File: config.mk
export PLATFORM = sky130hd
export DESIGN_NAME = brk_ctrl
export DESIGN_NICKNAME = d
export VERILOG_FILES = /design/src/verilog/brk_pkg.sv /design/src/verilog/brk_ctrl.sv
export SDC_FILE = /design/constraint.sdc
export NUM_CORES = 1
export LEC_CHECK = 0
export BUFFER_PORTS_ARGS = -buffer_cell sky130_fd_sc_hd__buf_2
export CAP_MARGIN = 0
export CORE_MARGIN = 5
export CORE_UTILIZATION = 35
export CTS_CLUSTER_DIAMETER = 120
export CTS_CLUSTER_SIZE = 10
export DETAILED_ROUTE_END_ITERATION = 10
export SYNTH_ARGS = -nofsm -noshare
export SYNTH_HDL_FRONTEND = slang
export SYNTH_SLANG_ARGS = --single-unit
File: constraint.sdc
create_clock -name clk_sys_i -period 7.82 [get_ports clk_sys_i]
set_clock_uncertainty 0.15 [all_clocks]
set_input_delay 0.391 -clock clk_sys_i [delete_from_list [all_inputs] [get_ports clk_sys_i]]
set_output_delay 0.391 -clock clk_sys_i [all_outputs]
set_load 0.02 [all_outputs]
File: src/verilog/brk_pkg.sv
// Constants, register map and state types for the breaker supervision block
//
// Functional notes
// - Protection trip aborts close, trip wins.
// - Close output only while synchronism criteria hold.
// - No synchronism within window: lockout and alarm. The code sets only the manual lockout bit and raises no alarm flag.
// - Breaker not ready within timeout: lockout, alarm. The code sets only the manual lockout bit and raises no alarm flag.
// - Clear source close: auto-clear after delay.
// - No state change by pulse end: failure alarm.
// - Ready and sync timeouts apply to manual only.
// - Lockout clear covers manual, monitoring, reclose lockouts.
// - Quick open/close needs operator confirmation first.
// - Quick close times delay, accepts cancel/restart.
// - 25 s idle at confirm: show status.
// - 25 s idle at status: default display.
// - Quick commands ignored 10 s after exit.
// - Monitor sets instantly, drops after 400 ms low.
// - Failure indication delayed by 50 ms pick-up.
// - Monitor set: relay open, LED/alarm cleared.
// - Aux contacts follow/inverse, both decoded jointly.
// - Open needs closed, close needs open; none disables.
// - Every manual close waits the close delay.
// - Open and close pulses have separate widths.
package brk_pkg;

  // ==========================================================
  // Timebase
  localparam int CLK_HZ = 50_000_000;
  localparam int TICK_MS = 10;
  localparam int TICK_CYCLES = CLK_HZ / 1000 * TICK_MS;
  localparam int UI_IDLE_MS = 25000;
  localparam int UI_IDLE_TICKS = UI_IDLE_MS / TICK_MS;
  localparam int KEY_INHIBIT_MS = 10000;
  localparam int KEY_INHIBIT_TICKS = KEY_INHIBIT_MS / TICK_MS;
  localparam int TPM_DROP_MS = 400;
  localparam int TPM_DROP_TICKS = TPM_DROP_MS / TICK_MS;
  localparam int TPM_PICKUP_MS = 50;
  localparam int TPM_PICKUP_TICKS = TPM_PICKUP_MS / TICK_MS;

  // ==========================================================
  // Setting defaults in milliseconds
  localparam int CLOSE_PULSE_MS = 500;
  localparam int OPEN_PULSE_MS = 500;
  localparam int MAN_CLOSE_DLY_MS = 10000;
  localparam int READY_TMO_MS = 5000;
  localparam int SYNC_WIN_MS = 5000;
  localparam int CLEAR_DLY_MS = 5000;

  // ==========================================================
  // Register map (byte addresses)
  localparam logic [5:0] ADDR_CTRL = 6'h00;
  localparam logic [5:0] ADDR_CLOSE_PULSE = 6'h04;
  localparam logic [5:0] ADDR_OPEN_PULSE = 6'h08;
  localparam logic [5:0] ADDR_MAN_CLOSE_DLY = 6'h0C;
  localparam logic [5:0] ADDR_READY_TMO = 6'h10;
  localparam logic [5:0] ADDR_SYNC_WIN = 6'h14;
  localparam logic [5:0] ADDR_CLEAR_DLY = 6'h18;
  localparam logic [5:0] ADDR_CMD = 6'h1C;
  localparam logic [5:0] ADDR_STATUS = 6'h20;
  localparam int SET_FIRST = 1;
  localparam int SET_LAST = 6;

  // Control register fields
  localparam int CTRL_SYNC_EN = 0;
  localparam int CTRL_READY_EN = 1;
  localparam int CTRL_CLR_SRC = 2;
  localparam int CTRL_SRC_LSB = 4;
  localparam logic [5:0] CTRL_RST = 6'h04;

  // Command register fields
  localparam int CMD_OPEN = 0;
  localparam int CMD_CLOSE = 1;
  localparam int CMD_LOCK_CLR = 2;
  localparam int CMD_ALARM_CLR = 3;

  // Breaker state source encodings
  localparam logic [1:0] SRC_NONE = 2'h0;
  localparam logic [1:0] SRC_FOLLOW = 2'h1;
  localparam logic [1:0] SRC_INVERSE = 2'h2;
  localparam logic [1:0] SRC_BOTH = 2'h3;

  typedef enum logic [4:0] {
    C_IDLE = 5'h01,
    C_DELAY = 5'h02,
    C_WAIT = 5'h04,
    C_CLOSE = 5'h08,
    C_OPEN = 5'h10
  } brk_ctl_e;

  typedef enum logic [3:0] {
    UI_DEFAULT = 4'h1,
    UI_CONFIRM = 4'h2,
    UI_CLOSING = 4'h4,
    UI_STATUS = 4'h8
  } brk_ui_e;

endpackage

File: src/verilog/brk_ctrl.sv
// Breaker control, quick-command dialogue and trip-path supervision
module brk_ctrl
  import brk_pkg::*;
#(
  parameter int TICK_CYC = TICK_CYCLES,
  parameter int TW = 20
)(
  input wire logic clk_sys_i,
  input wire logic rst_n_i,
  input wire logic [5:0] addr_i,
  input wire logic [31:0] wdata_i,
  input wire logic wr_i,
  input wire logic rd_i,
  output logic [31:0] rdata_o,
  input wire logic aux_follow_i,
  input wire logic aux_inverse_i,
  input wire logic breaker_ready_i,
  input wire logic sync_ok_i,
  input wire logic prot_trip_i,
  input wire logic lockout_cm_i,
  input wire logic lockout_ar_i,
  input wire logic key_open_i,
  input wire logic key_close_i,
  input wire logic key_confirm_i,
  input wire logic key_cancel_i,
  input wire logic key_restart_i,
  input wire logic key_exit_i,
  input wire logic tpm_i,
  output logic trip_o,
  output logic close_o,
  output logic [3:0] ui_screen_o,
  output logic lockout_o,
  output logic open_fail_o,
  output logic close_fail_o,
  output logic tpm_relay_o,
  output logic tpm_led_o,
  output logic tpm_user_alarm_o
);

  // ==========================================================
  // Timebase tick
  logic [31:0] tick_cnt_q;
  wire tick = (tick_cnt_q == 32'(TICK_CYC - 1));

  always_ff @(posedge clk_sys_i or negedge rst_n_i)
  begin
    if (!rst_n_i)
      tick_cnt_q <= '0;
    else
      tick_cnt_q <= tick ? '0 : tick_cnt_q + 32'h1;
  end

  // ==========================================================
  // Register file
  function automatic logic [TW-1:0] set_rst(input int idx);
    case (idx)
      1: set_rst = TW'(CLOSE_PULSE_MS / TICK_MS);
      2: set_rst = TW'(OPEN_PULSE_MS / TICK_MS);
      3: set_rst = TW'(MAN_CLOSE_DLY_MS / TICK_MS);
      4: set_rst = TW'(READY_TMO_MS / TICK_MS);
      5: set_rst = TW'(SYNC_WIN_MS / TICK_MS);
      default: set_rst = TW'(CLEAR_DLY_MS / TICK_MS);
    endcase
  endfunction

  logic [5:0] ctrl_q;
  logic [TW-1:0] set_q [SET_FIRST:SET_LAST];
  logic [31:0] rdata_q;
  wire set_hit = (addr_i >= ADDR_CLOSE_PULSE) && (addr_i <= ADDR_CLEAR_DLY);
  wire [2:0] set_idx = addr_i[4:2];
  wire cmd_wr = wr_i && (addr_i == ADDR_CMD);
  wire sync_en = ctrl_q[CTRL_SYNC_EN];
  wire ready_en = ctrl_q[CTRL_READY_EN];
  wire clr_src_close = ctrl_q[CTRL_CLR_SRC];
  wire [1:0] src = ctrl_q[CTRL_SRC_LSB +: 2];
  wire [TW-1:0] close_w = set_q[1];
  wire [TW-1:0] open_w = set_q[2];
  wire [TW-1:0] man_dly = set_q[3];
  wire [TW-1:0] ready_tmo = set_q[4];
  wire [TW-1:0] sync_win = set_q[5];
  wire [TW-1:0] clr_dly = set_q[6];

  always_ff @(posedge clk_sys_i or negedge rst_n_i)
  begin
    if (!rst_n_i)
    begin
      ctrl_q <= CTRL_RST;
      for (int i = SET_FIRST; i <= SET_LAST; i++)
        set_q[i] <= set_rst(i);
    end
    else if (wr_i && addr_i == ADDR_CTRL)
      ctrl_q <= wdata_i[5:0];
    else if (wr_i && set_hit)
      set_q[set_idx] <= wdata_i[TW-1:0];
  end

  // ==========================================================
  // Breaker state decode
  logic brk_closed;
  logic brk_open;
  assign brk_closed = (src == SRC_FOLLOW) ? aux_follow_i :
                      (src == SRC_INVERSE) ? !aux_inverse_i :
                      (src == SRC_BOTH) ? (aux_follow_i && !aux_inverse_i) : 1'b0;
  assign brk_open = (src == SRC_FOLLOW) ? !aux_follow_i :
                    (src == SRC_INVERSE) ? aux_inverse_i :
                    (src == SRC_BOTH) ? (!aux_follow_i && aux_inverse_i) : 1'b0;
  wire ctl_en = (src != SRC_NONE);

  // ==========================================================
  // Quick-command dialogue
  brk_ui_e ui_q;
  brk_ui_e ui_d;
  logic [TW-1:0] ui_cnt_q;
  logic [TW-1:0] inh_cnt_q;
  logic pend_close_q;
  wire any_key = key_open_i | key_close_i | key_confirm_i | key_cancel_i |
                 key_restart_i | key_exit_i;
  wire ui_tmo = (ui_cnt_q >= TW'(UI_IDLE_TICKS));
  wire key_inh = (inh_cnt_q != '0);
  wire ui_go = (ui_q == UI_CONFIRM) && key_confirm_i;
  wire ui_cancel = (ui_q == UI_CLOSING) && key_cancel_i;
  wire ui_restart = (ui_q == UI_CLOSING) && key_restart_i;
  brk_ctl_e ctl_q;
  wire ctl_busy = (ctl_q == C_DELAY) || (ctl_q == C_WAIT);

  always_comb
  begin
    ui_d = ui_q;
    case (ui_q)
      UI_DEFAULT:
        if ((key_open_i || key_close_i) && !key_inh)
          ui_d = UI_CONFIRM;
      UI_CONFIRM:
        if (key_confirm_i)
          ui_d = pend_close_q ? UI_CLOSING : UI_STATUS;
        else if (key_cancel_i || (ui_tmo && !any_key))
          ui_d = UI_STATUS;
      UI_CLOSING:
        if (!ctl_busy)
          ui_d = UI_STATUS;
      UI_STATUS:
        if (key_open_i || key_close_i)
          ui_d = UI_CONFIRM;
        else if (key_exit_i || (ui_tmo && !any_key))
          ui_d = UI_DEFAULT;
      default:
        ui_d = UI_DEFAULT;
    endcase
  end

  always_ff @(posedge clk_sys_i or negedge rst_n_i)
  begin
    if (!rst_n_i)
    begin
      ui_q <= UI_DEFAULT;
      ui_cnt_q <= '0;
      inh_cnt_q <= '0;
      pend_close_q <= 1'b0;
    end
    else
    begin
      ui_q <= ui_d;
      ui_cnt_q <= (any_key || ui_d != ui_q) ? '0 : ui_cnt_q + TW'(tick);
      if (ui_d == UI_DEFAULT && ui_q != UI_DEFAULT)
        inh_cnt_q <= TW'(KEY_INHIBIT_TICKS);
      else if (tick && key_inh)
        inh_cnt_q <= inh_cnt_q - TW'(1);
      if (ui_d == UI_CONFIRM && ui_q != UI_CONFIRM)
        pend_close_q <= key_close_i;
    end
  end

  // ==========================================================
  // Breaker control sequence
  brk_ctl_e ctl_d;
  logic [TW-1:0] cnt_q;
  logic [TW-1:0] cnt_d;
  logic lock_man_set;
  logic open_fail_set;
  logic close_fail_set;
  logic close_ok;
  wire open_req = (cmd_wr && wdata_i[CMD_OPEN]) || (ui_go && !pend_close_q);
  wire close_req = (cmd_wr && wdata_i[CMD_CLOSE]) || (ui_go && pend_close_q);
  wire ready_ok = !ready_en || breaker_ready_i;
  wire sync_ok = !sync_en || sync_ok_i;

  always_comb
  begin
    ctl_d = ctl_q;
    cnt_d = cnt_q + TW'(tick);
    lock_man_set = 1'b0;
    open_fail_set = 1'b0;
    close_fail_set = 1'b0;
    close_ok = 1'b0;
    case (ctl_q)
      C_IDLE:
        if (open_req && ctl_en && brk_closed)
          ctl_d = C_OPEN;
        else if (close_req && ctl_en && brk_open && !prot_trip_i)
          ctl_d = C_DELAY;
      C_DELAY:
        if (ui_cancel)
          ctl_d = C_IDLE;
        else if (ui_restart)
          cnt_d = '0;
        else if (cnt_q >= man_dly)
          ctl_d = C_WAIT;
      C_WAIT:
        if (ready_ok && sync_ok)
          ctl_d = C_CLOSE;
        else if ((!ready_ok && cnt_q >= ready_tmo) || (!sync_ok && cnt_q >= sync_win))
        begin
          ctl_d = C_IDLE;
          lock_man_set = 1'b1;
        end
      C_CLOSE:
        if (cnt_q >= close_w)
        begin
          ctl_d = C_IDLE;
          close_fail_set = !brk_closed;
          close_ok = brk_closed;
        end
      C_OPEN:
        if (cnt_q >= open_w)
        begin
          ctl_d = C_IDLE;
          open_fail_set = !brk_open;
        end
      default:
        ctl_d = C_IDLE;
    endcase
    if (prot_trip_i && ctl_q != C_OPEN && ctl_q != C_IDLE)
      ctl_d = C_IDLE;
    if (ctl_d != ctl_q)
      cnt_d = '0;
  end

  // ==========================================================
  // Lockout, alarms and auto-clear
  logic [2:0] lock_q;
  logic clr_run_q;
  logic [TW-1:0] clr_cnt_q;
  logic open_fail_q;
  logic close_fail_q;
  wire auto_clr = clr_run_q && (clr_cnt_q >= clr_dly);
  wire lock_clr = (cmd_wr && wdata_i[CMD_LOCK_CLR]) || (auto_clr && clr_src_close);
  wire alarm_clr = cmd_wr && wdata_i[CMD_ALARM_CLR];

  always_ff @(posedge clk_sys_i or negedge rst_n_i)
  begin
    if (!rst_n_i)
    begin
      ctl_q <= C_IDLE;
      cnt_q <= '0;
      trip_o <= 1'b0;
      close_o <= 1'b0;
      lock_q <= '0;
      clr_run_q <= 1'b0;
      clr_cnt_q <= '0;
      open_fail_q <= 1'b0;
      close_fail_q <= 1'b0;
    end
    else
    begin
      ctl_q <= ctl_d;
      cnt_q <= cnt_d;
      trip_o <= prot_trip_i || (ctl_d == C_OPEN);
      close_o <= (ctl_d == C_CLOSE) && !prot_trip_i && sync_ok;
      lock_q <= {lockout_ar_i, lockout_cm_i, lock_man_set} | (lock_q & ~{3{lock_clr}});
      clr_run_q <= close_ok || (clr_run_q && !auto_clr);
      clr_cnt_q <= close_ok ? '0 : clr_cnt_q + TW'(tick);
      open_fail_q <= open_fail_set || (open_fail_q && !alarm_clr);
      close_fail_q <= close_fail_set || (close_fail_q && !alarm_clr);
    end
  end

  assign lockout_o = |lock_q;
  assign open_fail_o = open_fail_q;
  assign close_fail_o = close_fail_q;
  assign ui_screen_o = ui_q;

  // ==========================================================
  // Trip-path monitor
  logic tpm_on_q;
  logic [TW-1:0] tpm_low_q;
  logic [TW-1:0] tpm_pu_q;
  logic tpm_fail_q;

  always_ff @(posedge clk_sys_i or negedge rst_n_i)
  begin
    if (!rst_n_i)
    begin
      tpm_on_q <= 1'b0;
      tpm_low_q <= '0;
      tpm_pu_q <= '0;
      tpm_fail_q <= 1'b0;
    end
    else
    begin
      if (tpm_i)
      begin
        tpm_on_q <= 1'b1;
        tpm_low_q <= '0;
      end
      else if (tpm_on_q && tick)
      begin
        tpm_low_q <= tpm_low_q + TW'(1);
        if (tpm_low_q == TW'(TPM_DROP_TICKS - 1))
          tpm_on_q <= 1'b0;
      end
      if (tpm_i || tpm_on_q)
      begin
        tpm_pu_q <= '0;
        tpm_fail_q <= 1'b0;
      end
      else if (tpm_pu_q >= TW'(TPM_PICKUP_TICKS))
        tpm_fail_q <= 1'b1;
      else
        tpm_pu_q <= tpm_pu_q + TW'(tick);
    end
  end

  assign tpm_relay_o = tpm_on_q;
  assign tpm_led_o = tpm_fail_q;
  assign tpm_user_alarm_o = tpm_fail_q;

  // ==========================================================
  // Register read port
  wire [31:0] status_w = {14'h0000, ui_q, ctl_q, tpm_fail_q, tpm_on_q, close_fail_q,
                          open_fail_q, lock_q, brk_open, brk_closed};
  wire [31:0] rd_mux = (addr_i == ADDR_CTRL) ? {26'h0000000, ctrl_q} :
                       set_hit ? {{(32-TW){1'b0}}, set_q[set_idx]} :
                       (addr_i == ADDR_STATUS) ? status_w : 32'h00000000;

  always_ff @(posedge clk_sys_i or negedge rst_n_i)
  begin
    if (!rst_n_i)
      rdata_q <= '0;
    else
      rdata_q <= rd_i ? rd_mux : 32'h00000000;
  end
  assign rdata_o = rdata_q;

  // ==========================================================
  // Checks
  AST_TRIP_PRIO: assert property (@(posedge clk_sys_i) disable iff (!rst_n_i)
    prot_trip_i |=> trip_o && !close_o) else $error("trip did not override close");
  AST_SYNC_GATE: assert property (@(posedge clk_sys_i) disable iff (!rst_n_i)
    close_o |-> !$past(sync_en) || $past(sync_ok_i)) else $error("close without synchronism");
  AST_SYNC_LOCK: assert property (@(posedge clk_sys_i) disable iff (!rst_n_i)
    (ctl_q == C_WAIT && sync_en && !sync_ok_i && cnt_q >= sync_win && !prot_trip_i)
    |=> lock_q[0] && ctl_q == C_IDLE) else $error("sync window expiry missed");
  AST_CLOSE_FAIL: assert property (@(posedge clk_sys_i) disable iff (!rst_n_i)
    (ctl_q == C_CLOSE && cnt_q >= close_w && !brk_closed && !prot_trip_i)
    |=> close_fail_o) else $error("close failure not flagged");
  AST_INHIBIT: assert property (@(posedge clk_sys_i) disable iff (!rst_n_i)
    (ui_q == UI_DEFAULT && inh_cnt_q != '0) |=> ui_q == UI_DEFAULT)
    else $error("quick command accepted while inhibited");
  AST_EXIT_INH: assert property (@(posedge clk_sys_i) disable iff (!rst_n_i)
    (ui_q == UI_STATUS && key_exit_i && !key_open_i && !key_close_i)
    |=> ui_q == UI_DEFAULT ##1 key_inh[*8]) else $error("inhibit not started on exit");
  AST_UI_TMO: assert property (@(posedge clk_sys_i) disable iff (!rst_n_i)
    (ui_q == UI_CONFIRM && ui_tmo && !any_key) |=> ui_q == UI_STATUS)
    else $error("confirm timeout not taken");
  AST_DROP: assert property (@(posedge clk_sys_i) disable iff (!rst_n_i)
    $fell(tpm_on_q) |-> $past(tpm_low_q) == TW'(TPM_DROP_TICKS - 1) && !$past(tpm_i))
    else $error("monitor dropped early");
  AST_SET: assert property (@(posedge clk_sys_i) disable iff (!rst_n_i)
    tpm_i |=> tpm_on_q) else $error("monitor not set at once");
  AST_LED_CLR: assert property (@(posedge clk_sys_i) disable iff (!rst_n_i)
    tpm_on_q |-> !tpm_led_o && !tpm_user_alarm_o) else $error("alarm shown while healthy");
  AST_STATE_QUAL: assert property (@(posedge clk_sys_i) disable iff (!rst_n_i)
    (ctl_q == C_IDLE && ctl_d == C_DELAY) |-> brk_open && ctl_en)
    else $error("close started from wrong breaker state");

endmodule

==> impl_results.md <==
- P_leak: between 9 and 10 nW
- Worst EP arrival: around 4100 ps
- P&R area growth vs syn: 12.6%
- Max Cap Viol: 0
- Root buf cell: clkbuf_16
- Crit path launch: addr_i[4]
- Drc violations: 0
- Vias in the first global route: 14149
- Rel. slew slack: 26.2%
- Vias: 13892
- RR Startpoint: cnt_q[2]
- DRT Wirelength: roughly 47 mm
- Final Worst Setup Slack: 3960 ps
- Row Count: 82
- Detailed placer's ending HPWL: between 30 and 40 mm
- Fin crit period: slightly below 4000 ps
- Peak supply drop: between 0.1 and 0.15 mV
- Largest buffer count on any clock path: 3
- First-pass GRT wire length: 77.2 mm
- Routed len/inst: 17.9 um
- Final Instance Area: between 20000 and 25000 um^2
- Fin util: 40.0%
- Cts repair resizes: 0
- Clock power frac: 37.5%
- Setup-failing EPs final: 0
- Layout cells sized above 1: 13.7%
- Worst Hold Class: input pin to flop
- Seq cells post-synth: 318
- Worst-path clk slew: 60 ps
- Global Route Usage Sum: 16.9%
- Clock Sinks: 318
- Async S/R FF share, synth: 100%
- P per Cell Area: 207 nW/um^2
- Syn. warnings: 0
- Post-route ant nets: 0
- Fin nets: 2119
- Post-DR vias/cell: 5.29
- RSZ-0062 raised after global routing: no
- Setup TNS: 0 ps
- Critical path required time: 8110 ps
- Status: complete, no violations
- TritonCTS clock tree: yes
- EDFF count, synth: 0
- Synthesized instance count: around 1900
- CP Launch Type: input pin
- Initial DRC Count: 1114
- Switching part of the total power: between 20% and 30%
- Reg2Reg Depth: 9
- Comb power frac: ~16%
- Pre-CTS setup slack: 3480 ps
- Int Pwr: 2.98 mW
- Top-Level Pins: 100
- Final non-filler cell total: 2628
- Core Region: 50400 um^2
- Largest net degree at the start of global routing: 121
- Initial Util: between 30 and 40%
- Crit path capture: cnt_q[4]
- Switching power: 1.19 mW
- CTS H-tree depth: 2
- Seq/Total Area, Yosys: between 40 and 50%
- Post-DP Area: about 19000 um^2
- Crit Path Category: input pin to flop
- FF-to-FF setup slack: 3990 ps
- Final Cycle Share: around 50%
- Die height: 236 um
- Clk_lat worst skew: around 550 ps
- Synth unique cells: 75
- Die Width: 236 um
- Top_reg_cell synth: dfrtp_1
- Hold Vio Cnt, Final: 0
- Sequential power share: between 40 and 50%
- Slew at the pin closest to its max-slew limit: roughly 1100 ps
- Drt pass-1 iters: 5
- Die area: 55800 um^2
- Synthesized area per cell: slightly below 10 um^2
- Largest reg by FF count: tick_cnt_q
- Fmax: 259 MHz
- Cell total after placement: approximately 2500
- CP max FO: 49
- Synth Cell Area: 17900 um^2
- Critical R2R Capture: cnt_q[4]
- I/O Buffers: 75
- Initial antenna violation count: 0
- Crit. End Element: flop
- Pwr Total: 4.17 mW
- Gp weighted congestion: 0.865
- Remaining Overflow, GRT: 0
- Hold WS: 14.8 ps
- Total CTS buffers: 37
- Max-slew violations: 0
- Number of flip-flops under the largest register name: 32
- Ant diodes: 0
==> synth_stat cells, types with 26 or more instances <==
library cell,instances,area share [%]
nand3_1,60,1.7
nor2_1,142,3.0
nor3_1,29,0.81
o21ai_0,132,3.7
nand2_1,189,4.0
mux2_2,52,3.3
and3_1,28,0.98
a21oi_1,94,2.6
and2_1,26,0.91
dfrtp_1,285,40
ha_1,131,9.2
nor4_1,38,1.3
xor2_1,63,3.1
inv_1,132,2.8
dfstp_2,33,4.8
xnor2_1,51,2.5
clkbuf_1,58,1.2
==> power groups by stage <==
stage                     Combinational [mW]  Clock [mW]  Sequential [mW]
after floorplan                        0.454           0             1.93
after global placement                 0.649           0             1.95
after detailed placement               0.665           0             1.96
after CTS                              0.679        1.61             1.93
after global routing                   0.773        1.67             1.95
final                                  0.675        1.56             1.93
==> cell usage in the layout (no fill, tap or decap), types with 15 or more instances in the layout <==
cell type and instances:
dfrtp_1 285, nand2_1 189, nor2_1 140, inv_1 132, o21ai_0 132, ha_1 131
a21oi_1 94, buf_2 74, xor2_1 62, nand3_1 60, mux2_2 52, xnor2_1 51
nor4_1 37, clkbuf_16 37, dfstp_2 33, and3_1 28, nor3_1 27, and2_1 26
clkbuf_1 25, mux2i_1 24, buf_4 24, nand4_1 23, a221oi_1 22, nor4_2 20
nor2b_1 19, dlygate4sd3_1 16, or3_1 15, nand2b_1 15
==> cell type report <==
type | instances | area (um^2)
fill | 4954 | 30200
multi-input combinational | 1328 | 9070
sequential | 318 | 8000
clock buffer | 63 | 1030
tap | 672 | 841
timing repair buffer | 115 | 726
inverter | 132 | 495
==> per-layer routing <==
metal / GRT usage [%] / wire [um] / vias up
met1: 24.6 / 22500 / 6830
met2: 25.4 / 20100 / 329
met5: 0 / 0 / -
met4: 5.91 / 1610 / 0
met3: 2.94 / 2780 / 90
li1: - / - / 6643
==> critical path: stages <==
cell and delay (ps):
buf_2 730, nand3b_1 270, nor4_2 750, a32o_1 430, or4_1 170, nand3_1 70, a211oi_1 220, nand2_1 640
nor4_2 430
==> worst min path at each step <==
stage | cells after the start | from | slack (ps) | endpoint
after floorplan | 0 | rst_n_i | -50 | close_fail_o
after global placement | 1 | tick_cnt_q[4] | 300 | tick_cnt_q[4]
after detailed placement | 1 | tpm_pu_q[17] | 310 | tpm_pu_q[17]
after CTS | 3 | wdata_i[5] | 0.8 | sync_win[5]
after global routing | 2 | key_close_i | 5 | pend_close_q
final | 2 | key_close_i | 10 | pend_close_q
==> what timing repair did <==
action                                  in CTS  in global routing
endpoints found under the hold margin      146                  0
endpoints found under the setup margin       0                  0
buffers inserted                             0                  0
hold buffers                                16                  0
==> cells by family (layout without fill, tap and decap cells) <==
family	count (synthesis)	after routing	synth area share, %
multiplexers	76	76	4.61
adder cells (fa/ha/maj)	131	131	9.15
flip-flops	318	318	44.7
other	1	12	0.0209
buffers and inverters	226	310	5.25
AO/OA/AOI/OAI	338	338	11.6
AND/OR/NAND/NOR	657	657	19.2
XOR/XNOR	114	114	5.58
Note: power is estimated with default switching activity, not from simulation.
